--- src/core/pwmrt_cfg.svh ---
// Register map, field positions, reset values and event numbers of the PWM output stage
`ifndef PWMRT_CFG_SVH
`define PWMRT_CFG_SVH
`define PWMRT_ADDR_W        8
`define PWMRT_OFS_CLKCTRL   8'ha1
`define PWMRT_OFS_ROUTE     8'ha6
`define PWMRT_OFS_MODE      8'ha7
`define PWMRT_OFS_IE1       8'ha8
`define PWMRT_OFS_IE2       8'ha9
`define PWMRT_OFS_IRQ_STAT  8'hb0
`define PWMRT_OFS_IRQ_MASK  8'hb1
`define PWMRT_OFS_STATUS    8'hb2
`define PWMRT_RST_ROUTE     8'h00
`define PWMRT_RST_MODE      8'h00
`define PWMRT_RST_INTEN     8'h00
`define PWMRT_RST_CLKCTRL   8'h00
`define PWMRT_BIT_B_P1_2    7
`define PWMRT_BIT_B_P0_6    6
`define PWMRT_BIT_B_P0_4    5
`define PWMRT_BIT_B_P0_2    4
`define PWMRT_BIT_AN_P3_6   3
`define PWMRT_BIT_AP_P3_5   2
`define PWMRT_BIT_AN_P0_4   1
`define PWMRT_BIT_AP_P0_3   0
`define PWMRT_BIT_HALF      7
`define PWMRT_BIT_MSKE      6
`define PWMRT_OM_HI         5
`define PWMRT_OM_LO         4
`define PWMRT_DZ_HI         3
`define PWMRT_DZ_LO         0
`define PWMRT_BIT_GIE       7
`define PWMRT_BIT_PULSE_IRQ 7
`define PWMRT_CKS_HI        3
`define PWMRT_CKS_LO        2
`define PWMRT_BIT_NMSK      1
`define PWMRT_BIT_PMSK      0
`define PWMRT_NUM_EV        3
`define PWMRT_EV_PWM_IRQ    0
`define PWMRT_EV_DZ_DONE    1
`define PWMRT_EV_CFG_ERR    2
`endif

--- src/core/pwmrt_pkg.sv ---
// Types shared by the PWM output stage
package pwmrt_pkg;
   typedef enum logic [1:0] {
      PWMRT_CKS_SYS0 = 2'h0,
      PWMRT_CKS_SYS1 = 2'h1,
      PWMRT_CKS_RC   = 2'h2,
      PWMRT_CKS_RC2  = 2'h3
   } pwmrt_cks_t;
   typedef enum logic [2:0] {
      PWMRT_DZ_IDLE = 3'b001,
      PWMRT_DZ_WAIT = 3'b010,
      PWMRT_DZ_DRV  = 3'b100
   } pwmrt_dz_state_t;
   typedef logic [7:0] pwmrt_byte_t;
endpackage : pwmrt_pkg

--- src/core/pwmrt_sync.sv ---
// Two-flop synchroniser for a group of level inputs
`timescale 1ns/1ps
`default_nettype none
module pwmrt_sync #(
   parameter int W = 1
) (
   // Clock and reset
   input  wire logic         clock,
   input  wire logic         rst,
   // Data
   input  wire logic [W-1:0] d,
   output logic      [W-1:0] q
);
   logic [W-1:0] meta_reg;
   always_ff @(posedge clock or posedge rst) begin
      if (rst) begin
         meta_reg <= '0;
         q        <= '0;
      end else begin
         meta_reg <= d;
         q        <= meta_reg;
      end
   end
endmodule : pwmrt_sync
`default_nettype wire

--- src/core/pwmrt_deadzone.sv ---
// Complementary leg generator with dead time counted in PWM clock ticks
`timescale 1ns/1ps
`default_nettype none
module pwmrt_deadzone
   import pwmrt_pkg::*;
(
   // Clock and reset
   input  wire logic       clock,
   input  wire logic       rst,
   // Control
   input  wire logic       tick,
   input  wire logic [3:0] dead_time,
   input  wire logic       wave,
   // Legs
   output logic            pos_leg,
   output logic            neg_leg,
   output logic            dz_done
);
   pwmrt_dz_state_t state_reg;
   logic [3:0]      cnt_reg;
   logic            tgt_reg;
   always_ff @(posedge clock or posedge rst) begin
      if (rst) begin
         state_reg <= PWMRT_DZ_DRV;
         cnt_reg   <= 4'h0;
         tgt_reg   <= 1'b0;
         pos_leg   <= 1'b0;
         neg_leg   <= 1'b1;
         dz_done   <= 1'b0;
      end else begin
         dz_done <= 1'b0;
         unique case (state_reg)
            PWMRT_DZ_DRV: begin
               if (wave != tgt_reg) begin
                  tgt_reg <= wave;
                  if (dead_time == 4'h0) begin
                     pos_leg <= wave;
                     neg_leg <= ~wave;
                  end else begin
                     // Both legs off before the new one turns on
                     pos_leg   <= 1'b0;
                     neg_leg   <= 1'b0;
                     cnt_reg   <= dead_time;
                     state_reg <= PWMRT_DZ_WAIT;
                  end
               end
            end
            PWMRT_DZ_WAIT: begin
               if (tick) begin
                  cnt_reg <= cnt_reg - 4'h1;
                  if (cnt_reg == 4'h1) begin
                     // Legs turn on at the last tick, so the gap is the count itself
                     // Latest waveform level wins, so a short glitch is not stretched
                     tgt_reg   <= wave;
                     pos_leg   <= wave;
                     neg_leg   <= ~wave;
                     state_reg <= PWMRT_DZ_IDLE;
                  end
               end
            end
            PWMRT_DZ_IDLE: begin
               // A wave change seen here is taken up one cycle later in the drive state
               dz_done   <= 1'b1;
               state_reg <= PWMRT_DZ_DRV;
            end
         endcase
      end
   end
endmodule : pwmrt_deadzone
`default_nettype wire

--- src/core/pwmrt_top.sv ---
// PWM output stage: pin routing, mask, dead zone and interrupt gating
//
// The address-and-strobe port was left to the implementer.
`timescale 1ns/1ps
`default_nettype none
`include "pwmrt_cfg.svh"
module pwmrt_top
   import pwmrt_pkg::*;
(
   // Clock and reset
   input  wire logic                      clock,
   input  wire logic                      rst,
   // Register port
   input  wire logic [`PWMRT_ADDR_W-1:0]  addr,
   input  wire logic [7:0]                wdata,
   input  wire logic                      wr,
   input  wire logic                      rd,
   output pwmrt_pkg::pwmrt_byte_t         rdata,
   // PWM core side, from the counter logic on this clock
   input  wire logic                      chan_a_wave,
   input  wire logic                      chan_b_wave,
   input  wire logic                      chan_a_clear_ctrl,
   input  wire logic                      pwm_irq_req,
   // Clock tick sources, from other domains
   input  wire logic                      internal_rc_osc,
   input  wire logic                      internal_rc_osc_x2,
   // Ordinary port data for each routable pin
   input  wire logic                      port_p1_2,
   input  wire logic                      port_p0_6,
   input  wire logic                      port_p0_4,
   input  wire logic                      port_p0_2,
   input  wire logic                      port_p3_6,
   input  wire logic                      port_p3_5,
   input  wire logic                      port_p0_3,
   // Pins
   output logic                           pin_p1_2,
   output logic                           pin_p0_6,
   output logic                           pin_p0_4,
   output logic                           pin_p0_2,
   output logic                           pin_p3_6,
   output logic                           pin_p3_5,
   output logic                           pin_p0_3,
   // Interrupt and mode state
   output logic                           irq,
   output logic [1:0]                     chan_a_output_mode,
   output logic                           chan_a_half_bridge_sel
);
   pwmrt_byte_t route_enable_reg;
   pwmrt_byte_t mode_deadtime_reg;
   pwmrt_byte_t intr_en_primary_reg;
   pwmrt_byte_t secondary_irq_enable_reg;
   pwmrt_byte_t clk_ctrl_reg;
   logic [`PWMRT_NUM_EV-1:0] irq_stat_reg;
   logic [`PWMRT_NUM_EV-1:0] irq_mask_reg;
   logic [`PWMRT_NUM_EV-1:0] ev_set;
   logic [1:0]  rc_sync;
   logic [1:0]  rc_last_reg;
   logic        tick;
   logic        pos_leg;
   logic        neg_leg;
   logic        dz_done;
   logic        chan_a_pos_out;
   logic        chan_a_neg_out;
   logic        pwm_irq_gated;
   logic [3:0]  chan_a_dead_time;
   pwmrt_cks_t  chan_a_clock_select;

   // Register writes
   always_ff @(posedge clock or posedge rst) begin
      if (rst) begin
         route_enable_reg         <= `PWMRT_RST_ROUTE;
         mode_deadtime_reg        <= `PWMRT_RST_MODE;
         intr_en_primary_reg      <= `PWMRT_RST_INTEN;
         secondary_irq_enable_reg <= `PWMRT_RST_INTEN;
         clk_ctrl_reg             <= `PWMRT_RST_CLKCTRL;
         irq_mask_reg             <= '0;
      end else if (wr) begin
         unique case (addr)
            `PWMRT_OFS_ROUTE:    route_enable_reg         <= wdata;
            `PWMRT_OFS_MODE:     mode_deadtime_reg        <= wdata;
            `PWMRT_OFS_IE1:      intr_en_primary_reg      <= wdata;
            `PWMRT_OFS_IE2:      secondary_irq_enable_reg <= wdata;
            `PWMRT_OFS_CLKCTRL:  clk_ctrl_reg             <= wdata;
            `PWMRT_OFS_IRQ_MASK: irq_mask_reg <= wdata[`PWMRT_NUM_EV-1:0];
            default: ;
         endcase
      end
   end

   assign chan_a_dead_time    = mode_deadtime_reg[`PWMRT_DZ_HI:`PWMRT_DZ_LO];
   assign chan_a_clock_select = pwmrt_cks_t'(clk_ctrl_reg[`PWMRT_CKS_HI:`PWMRT_CKS_LO]);

   // Read data valid the cycle after the strobe; unmapped reads return zero
   always_ff @(posedge clock or posedge rst) begin
      if (rst) begin
         rdata <= 8'h00;
      end else if (rd) begin
         unique case (addr)
            `PWMRT_OFS_ROUTE:    rdata <= route_enable_reg;
            `PWMRT_OFS_MODE:     rdata <= mode_deadtime_reg;
            `PWMRT_OFS_IE1:      rdata <= intr_en_primary_reg;
            `PWMRT_OFS_IE2:      rdata <= secondary_irq_enable_reg;
            `PWMRT_OFS_CLKCTRL:  rdata <= clk_ctrl_reg;
            `PWMRT_OFS_IRQ_STAT: rdata <= {5'h00, irq_stat_reg};
            `PWMRT_OFS_IRQ_MASK: rdata <= {5'h00, irq_mask_reg};
            `PWMRT_OFS_STATUS:   rdata <= {6'h00, neg_leg, pos_leg};
            default:             rdata <= 8'h00;
         endcase
      end else begin
         rdata <= 8'h00;
      end
   end

   // RC oscillator levels are asynchronous, so they are synchronised first
   pwmrt_sync #(.W(2)) u_rc_sync (
      .clock (clock),
      .rst   (rst),
      .d     ({internal_rc_osc_x2, internal_rc_osc}),
      .q     (rc_sync)
   );

   always_ff @(posedge clock or posedge rst) begin
      if (rst) rc_last_reg <= 2'h0;
      else     rc_last_reg <= rc_sync;
   end

   // PWM clock tick; RC sources are edge-detected after synchronisation.
   // An RC source faster than half this clock loses ticks.
   always_comb begin
      unique case (chan_a_clock_select)
         PWMRT_CKS_RC:  tick = rc_sync[0] & ~rc_last_reg[0];
         PWMRT_CKS_RC2: tick = rc_sync[1] & ~rc_last_reg[1];
         default:       tick = 1'b1;
      endcase
   end

   pwmrt_deadzone u_deadzone (
      .clock     (clock),
      .rst       (rst),
      .tick      (tick),
      .dead_time (chan_a_dead_time),
      .wave      (chan_a_wave),
      .pos_leg   (pos_leg),
      .neg_leg   (neg_leg),
      .dz_done   (dz_done)
   );

   // Mask override while the clear control is asserted
   always_comb begin
      if (mode_deadtime_reg[`PWMRT_BIT_MSKE] && chan_a_clear_ctrl) begin
         chan_a_pos_out = clk_ctrl_reg[`PWMRT_BIT_PMSK];
         chan_a_neg_out = clk_ctrl_reg[`PWMRT_BIT_NMSK];
      end else begin
         chan_a_pos_out = pos_leg;
         chan_a_neg_out = neg_leg;
      end
   end

   // Pin multiplexers; P0.4 is shared by channel B and the negative leg,
   // channel B taking priority when both routes are on
   always_ff @(posedge clock or posedge rst) begin
      if (rst) begin
         pin_p1_2 <= 1'b0;
         pin_p0_6 <= 1'b0;
         pin_p0_4 <= 1'b0;
         pin_p0_2 <= 1'b0;
         pin_p3_6 <= 1'b0;
         pin_p3_5 <= 1'b0;
         pin_p0_3 <= 1'b0;
      end else begin
         pin_p1_2 <= route_enable_reg[`PWMRT_BIT_B_P1_2] ? chan_b_wave : port_p1_2;
         pin_p0_6 <= route_enable_reg[`PWMRT_BIT_B_P0_6] ? chan_b_wave : port_p0_6;
         pin_p0_2 <= route_enable_reg[`PWMRT_BIT_B_P0_2] ? chan_b_wave : port_p0_2;
         if (route_enable_reg[`PWMRT_BIT_B_P0_4])
            pin_p0_4 <= chan_b_wave;
         else if (route_enable_reg[`PWMRT_BIT_AN_P0_4])
            pin_p0_4 <= chan_a_neg_out;
         else
            pin_p0_4 <= port_p0_4;
         pin_p3_6 <= route_enable_reg[`PWMRT_BIT_AN_P3_6] ? chan_a_neg_out : port_p3_6;
         pin_p3_5 <= route_enable_reg[`PWMRT_BIT_AP_P3_5] ? chan_a_pos_out : port_p3_5;
         pin_p0_3 <= route_enable_reg[`PWMRT_BIT_AP_P0_3] ? chan_a_pos_out : port_p0_3;
      end
   end

   // Interrupt gating
   assign pwm_irq_gated = pwm_irq_req & intr_en_primary_reg[`PWMRT_BIT_GIE]
                        & secondary_irq_enable_reg[`PWMRT_BIT_PULSE_IRQ];

   always_comb begin
      ev_set = '0;
      ev_set[`PWMRT_EV_PWM_IRQ] = pwm_irq_gated;
      ev_set[`PWMRT_EV_DZ_DONE] = dz_done;
      // Flags a dead time left set in half-bridge mode
      ev_set[`PWMRT_EV_CFG_ERR] = mode_deadtime_reg[`PWMRT_BIT_HALF] && (chan_a_dead_time != 4'h0);
   end

   // Sticky status, write one to clear, a new event wins over the clear
   genvar gi;
   generate
      for (gi = 0; gi < `PWMRT_NUM_EV; gi = gi + 1) begin : g_stat
         always_ff @(posedge clock or posedge rst) begin
            if (rst)
               irq_stat_reg[gi] <= 1'b0;
            else if (ev_set[gi])
               irq_stat_reg[gi] <= 1'b1;
            else if (wr && addr == `PWMRT_OFS_IRQ_STAT && wdata[gi])
               irq_stat_reg[gi] <= 1'b0;
         end
      end
   endgenerate

   // Global enable also blocks the summary output
   always_ff @(posedge clock or posedge rst) begin
      if (rst) begin
         irq                    <= 1'b0;
         chan_a_output_mode     <= 2'h0;
         chan_a_half_bridge_sel <= 1'b0;
      end else begin
         irq <= intr_en_primary_reg[`PWMRT_BIT_GIE] && |(irq_stat_reg & irq_mask_reg);
         chan_a_output_mode     <= mode_deadtime_reg[`PWMRT_OM_HI:`PWMRT_OM_LO];
         chan_a_half_bridge_sel <= mode_deadtime_reg[`PWMRT_BIT_HALF];
      end
   end
endmodule : pwmrt_top
`default_nettype wire

--- config.mk ---
export PLATFORM = sky130hd
export DESIGN_NAME = pwmrt_top
export DESIGN_NICKNAME = d
export VERILOG_FILES = /design/src/core/pwmrt_pkg.sv /design/src/core/pwmrt_sync.sv /design/src/core/pwmrt_deadzone.sv /design/src/core/pwmrt_top.sv
export VERILOG_INCLUDE_DIRS = /design/src /design/src/core
export SDC_FILE = /design/constraint.sdc
export NUM_CORES = 1
export LEC_CHECK = 0
export ABC_AREA = 1
export BUFFER_PORTS_ARGS = -buffer_cell sky130_fd_sc_hd__buf_2
export CORE_ASPECT_RATIO = 1.25
export CORE_MARGIN = 5
export CORE_UTILIZATION = 40
export DETAILED_ROUTE_END_ITERATION = 10
export PLACE_DENSITY = 0.61
export SLEW_MARGIN = 15
export SYNTH_ARGS = -nofsm -noshare
export SYNTH_HDL_FRONTEND = slang
export SYNTH_SLANG_ARGS = --single-unit
export TNS_END_PERCENT = 50
--- constraint.sdc ---
create_clock -name clock -period 5.2 [get_ports clock]
set_input_delay 1.04 -clock clock [delete_from_list [all_inputs] [get_ports clock]]
set_output_delay 1.04 -clock clock [all_outputs]
set_load 0.01 [all_outputs]
==> results of run 1 <==
[path summary, 6_finish.rpt]
check,slack (ns),to,startpoint,cells past startpoint
max,2.83,route_enable_reg[4],addr[6],7
min,0.35,u_rc_sync.q[1],u_rc_sync.meta_reg[1],0
max reg2reg,3.73,u_deadzone.cnt_reg[1],u_deadzone.state_reg[2],7
min reg2reg,0.35,u_rc_sync.q[1],u_rc_sync.meta_reg[1],0
max in group asynchronous,3.44,irq,rst,3
min in group asynchronous,0.82,u_rc_sync.meta_reg[1],rst,2
[cell type report]
| type | instances | area [um2] | share of cell area (%) |
|---|---|---|---|
| Clock buffer | 11 | 242.7 | 5.285 |
| Clock inverter | 5 | 77.57 | 1.689 |
| Inverter | 46 | 173.9 | 3.786 |
| Multi-Input combinational cell | 333 | 1617 | 35.19 |
| Sequential cell | 82 | 2054 | 44.73 |
| Tap cell | 126 | 157.7 | 3.432 |
| Timing Repair Buffer | 53 | 270.3 | 5.884 |
[power by group]
part           internal, mW  switching [mW]
clock                 0.432           0.256
combinational         0.116           0.217
sequential            0.720          0.0467
[cells in the final DEF, fill, tap and decap left out]
cell type	instances
mux2i_1	1
clkbuf_8	1
clkinvlp_4	1
nand4_1	2
clkbuf_1	1
o211ai_1	1
buf_2	51
a21boi_0	1
buf_4	2
o21ai_1	2
nand2_1	150
a21o_1	1
inv_1	38
nor3_1	2
nand3b_1	2
a21oi_1	3
and2_1	1
o22ai_1	1
a31oi_1	1
nor2_1	28
nor2_2	3
nand2_2	5
bufinv_16	2
clkinv_2	3
inv_2	7
ha_1	2
nand3_1	49
nand2_4	4
nand3_4	1
xor2_1	2
nor2_4	10
clkbuf_16	9
dfrtp_1	80
nor4_4	1
o21ai_0	60
dfstp_2	2
[per-layer routing]
layer,track usage (%),routed length (um)
met1,21.17,4208
met2,28.55,4846
met3,2.250,358
met4,8.369,229
met5,0,0
[metrics by stage]
step	cells	power (mW)	utilization [%]	hold WS, ns	cell area, um2
finish	656	1.788	47.80	0.3486	4593
detailed placement	640	1.115	44.47	0.3364	4273
global placement	640	1.105	44.47	0.3327	4273
floorplan	469	1.013	-	0.3312	3909
global route	656	1.891	47.80	0.3614	4593
CTS	656	1.801	47.80	0.3509	4593
[logic make-up (layout without fill, tap and decap cells)]
family,count (synthesis),in the layout,synth area share (%)
multiplexers,1,1,0.2561
flip-flops,82,82,52.56
buffers and inverters,54,115,6.082
XOR/XNOR,2,2,0.4482
AO/OA/AOI/OAI,70,70,9.219
AND/OR/NAND/NOR,258,258,30.79
adder cells (fa/ha/maj),2,2,0.6401
==> results.cfg, run 1 <==
[outcome]
outcome = completed

[routing]
via_count = 3189
drt-wirelength-per-cell_um = 14.70
antenna_left = 0
drt-initial-drc-count = 179
drt_pass1_iterations = 5
vias_per_cell = 4.861
routed_wl_mm = 9.642
drc = 0

[synthesis]
synth_nets = 504
synthesis.instances = 469
yosys_warnings = 0
synth_top_area_share_pct = 51.22
synthTopCellsByCount = 150 x nand2_1, 80 x dfrtp_1, 60 x o21ai_0
synth_cell_types = 32
synthArstFlopShare_pct = 100.0
synth_top_area_cell = dfrtp_1
yosysSeqAreaShare_pct = 52.56
synth.avg_cell_area_um2 = 8.334
synthFlopType = dfrtp_1
synth_edf_count = 0
synth.most_common_cell = nand2_1
syn_area_mm2 = 0.003909
synth-seq-cells = 82
synthTopCellsByArea = dfrtp_1 51%, nand2_1 14%, o21ai_0 7.7%

[timing]
skew_ns = 0.005557
rsz0062_at_grt = false
slew_headroom_pct = 46.17
setup_ws_ns = 2.831
setup_tns_ns = 0
setup_viol = 0
worst_pin_slew_ns = 0.8065
finalCritPeriodShare_pct = 45.56
fin_crit_ns = 2.369
hold_viol = 0
slew_violations = 0
max_freq_ghz = 0.4221

[clock_tree]
clkTransAtPathRegs_ns = 0.06
cts_hold_buffers = 0
post-cts-setup-buffers = 0
htreeDepth = 3
cts_root_buf = clkbuf_16
numCtsBuffers = 9
cts_tree = done
clock_latency_ns = 0.34
cts_resized = 0
clockBufferDepth = 2
cts_sinks = 82

[hold_path]
worst_hold_path_type = reg -> reg

[cells_and_area]
final_layout_size_suffix_gt1_share_pct = 19.25
nets = 560
fillers = 956
syn_to_final_growth_pct = 17.51
num_antenna_cells = 0

[worst_setup_path]
startpoint_type = input pin
crit_type = in -> reg
critPathTopFamily = simple AND/OR/NAND/NOR gates
worstPathRequired_ns = 5.41
endpoint_kind = flip-flop
path_cells = buf_2 > inv_2 > nand2_2 > nor2_4 > nand2_2 > nor2_4 > o21ai_0
critPathMaxFanout = 29
slowest_delay_ns = 0.62
crit_path_top_delay_cell = nor2_4
crit_buf_inv = 2
arrival_ns = 2.58

[global_route]
overflow = 0
grt_start_max_net_pins = 47
grt_use_total_pct = 16.89
grt_antenna_before_repair = 0
grt_pass1_vias = 3101
grt_first_pass_wirelength_mm = 15.68

[floorplanning]
io_pins = 52
dieArea_mm2 = 0.01186
core_area_mm2 = 0.009609
rows = 40
die_w_um = 98.42
die_h_um = 120.5
start_util_pct = 40.68

[placed_design]
port_buffers = 51
dp_slack_ns = 2.468
hpwl_mm = 7.051
gp_congestion = 0.8798

[power_and_ir_drop]
p_leak_nw = 2.462
p_per_area_mw_per_mm2 = 389.2
irDropWorstVdd_mv = 0.2168

[flow_run]
drv_cap = 0
(Power assumes the default switching activity.)
==> run 2, diff against run 1 <==
clock period = 2.2 ns   (was 5.2 ns; I/O delays follow)
==> run 2 against run 1 <==
Compared with the run above:
- critical path depth is the same
- highest routed layer unchanged
- clock power increased by 120%
- sequential power up 140%
==> results.cfg, run 2 (same netlist as run 1, synthesis figures left out) <==
[worst_setup_path]
arrival_ns = 1.71
endpoint_kind = flip-flop
cp-startpoint = addr[6]
startpoint_type = input pin
crit_type = in -> reg
critPathMaxFanout = 15
reg2reg_slack_ns = 0.75
reg2reg_to = u_deadzone.cnt_reg[1]
ff2ff_path_depth = 7
r2r_start = u_deadzone.state_reg[2]
worstPathRequired_ns = 2.41

[routing]
drt-initial-drc-count = 211
vias_per_cell = 4.887
via_count = 3230
routed_wl_mm = 9.618
drt-wirelength-per-cell_um = 14.55
drc = 0
wl_met1_mm = 4.111
top_layer = met4
drt_pass1_iterations = 4
antenna_left = 0
dr_wl_met3_um = 439
met2WireLength_mm = 4.853

[cells_and_area]
fillers = 958
layout_common_cells = 150 x nand2_1, 80 x dfrtp_1, 60 x o21ai_0
num_antenna_cells = 0
nets = 565
syn_to_final_growth_pct = 18.18
fin_util_pct = 48.07
final_layout_size_suffix_gt1_share_pct = 20.00
fin_cells = 661
final_common_cell = nand2_1

[timing]
fin_crit_ns = 1.502
slew_headroom_pct = 69.77
finalCritPeriodShare_pct = 68.26
hold_viol = 0
worst_pin_slew_ns = 0.4524
slew_violations = 0
skew_ns = 0.005297
setup_viol = 0
setup_ws_ns = 0.6982
rsz0062_at_grt = false
max_freq_ghz = 0.6659
setup_tns_ns = 0

[clock_tree]
post-cts-setup-buffers = 0
cts_root_buf = clkbuf_16
cts_sinks = 82
clockBufferDepth = 2
cts_hold_buffers = 0
clock_latency_ns = 0.34
cts_resized = 0
cts_tree = done
numCtsBuffers = 9
clkTransAtPathRegs_ns = 0.06
htreeDepth = 3

[power_and_ir_drop]
power.internal_mw = 2.863
p_comb_share_pct = 19.5
irDropWorstVdd_mv = 0.4918
switchingPower_mw = 1.236
p_seq_share_pct = 44.3
p_per_area_mw_per_mm2 = 887.3
p_leak_nw = 2.476
pwr-share-clk_pct = 36.3
swShare_pct = 30.14

[placed_design]
gp_congestion = 0.8840
place_inst = 645
hpwl_mm = 7.278
dp_slack_ns = 0.3572
port_buffers = 51

[global_route]
grt_first_pass_wirelength_mm = 16.10
grt_use_total_pct = 17.35
grt_start_max_net_pins = 36
grt_pass1_vias = 3189
overflow = 0
grt_antenna_before_repair = 0

[floorplanning]
die_w_um = 98.42
io_pins = 52
start_util_pct = 40.68
rows = 40
dieArea_mm2 = 0.01186
core_area_mm2 = 0.009609
die_h_um = 120.5

[hold_path]
worst_hold_path_type = in -> async

[outcome]
outcome = completed

[flow_run]
drv_cap = 0
-- run 2: worst max-delay path: stages --
cell	delay, ns
buf_2	0.10
inv_2	0.04
nand2_2	0.10
nor2_4	0.40
nand2_2	0.19
nor2_4	0.30
o21ai_0	0.13
-- run 2: power groups by stage --
stage | combinational, mW | clock [mW] | sequential, mW
2_1_floorplan | 0.569 | 0 | 1.83
3_3_place_gp | 0.787 | 0 | 1.84
3_5_place_dp | 0.810 | 0 | 1.84
4_1_cts | 0.813 | 1.53 | 1.82
5_1_grt | 0.933 | 1.59 | 1.83
6_report | 0.798 | 1.49 | 1.81
-- run 2: how the worst max path moves through the flow --
stage                                         to  slack, ns
after floorplan           chan_a_half_bridge_sel       0.82
final                        route_enable_reg[3]       0.70
after CTS                    route_enable_reg[3]       0.73
after global routing         route_enable_reg[0]       0.60
after detailed placement     route_enable_reg[6]       0.36
after global placement    intr_en_primary_reg[2]       0.39
-- run 2: area by class of cell --
cell class | instances | area (um2) | share of cell area [%]
clock buffers | 10 | 229.0 | 4.957
clock inverters | 6 | 65.06 | 1.408
inverters | 46 | 176.4 | 3.819
multi-input cells | 333 | 1617 | 34.99
flip-flops and latches | 82 | 2054 | 44.47
well taps | 126 | 157.7 | 3.413
repair buffers | 58 | 320.3 | 6.934
-- run 2: per-layer routing --
layer	vias to the layer above	GRT usage [%]
met5	-	0
met4	0	8.711
met3	18	3.289
met2	86	29.02
met1	1498	21.34
li1	1628	-
-- run 2: stage by stage --
stage               hold WS (ns)  cell area, um2  power (mW)
global route              0.1182            4619       4.358
finish                    0.1033            4619       4.099
detailed placement        0.3379            4325       2.653
CTS                       0.1020            4619       4.156
global placement          0.3335            4325       2.624
floorplan                 0.3312            3913       2.394
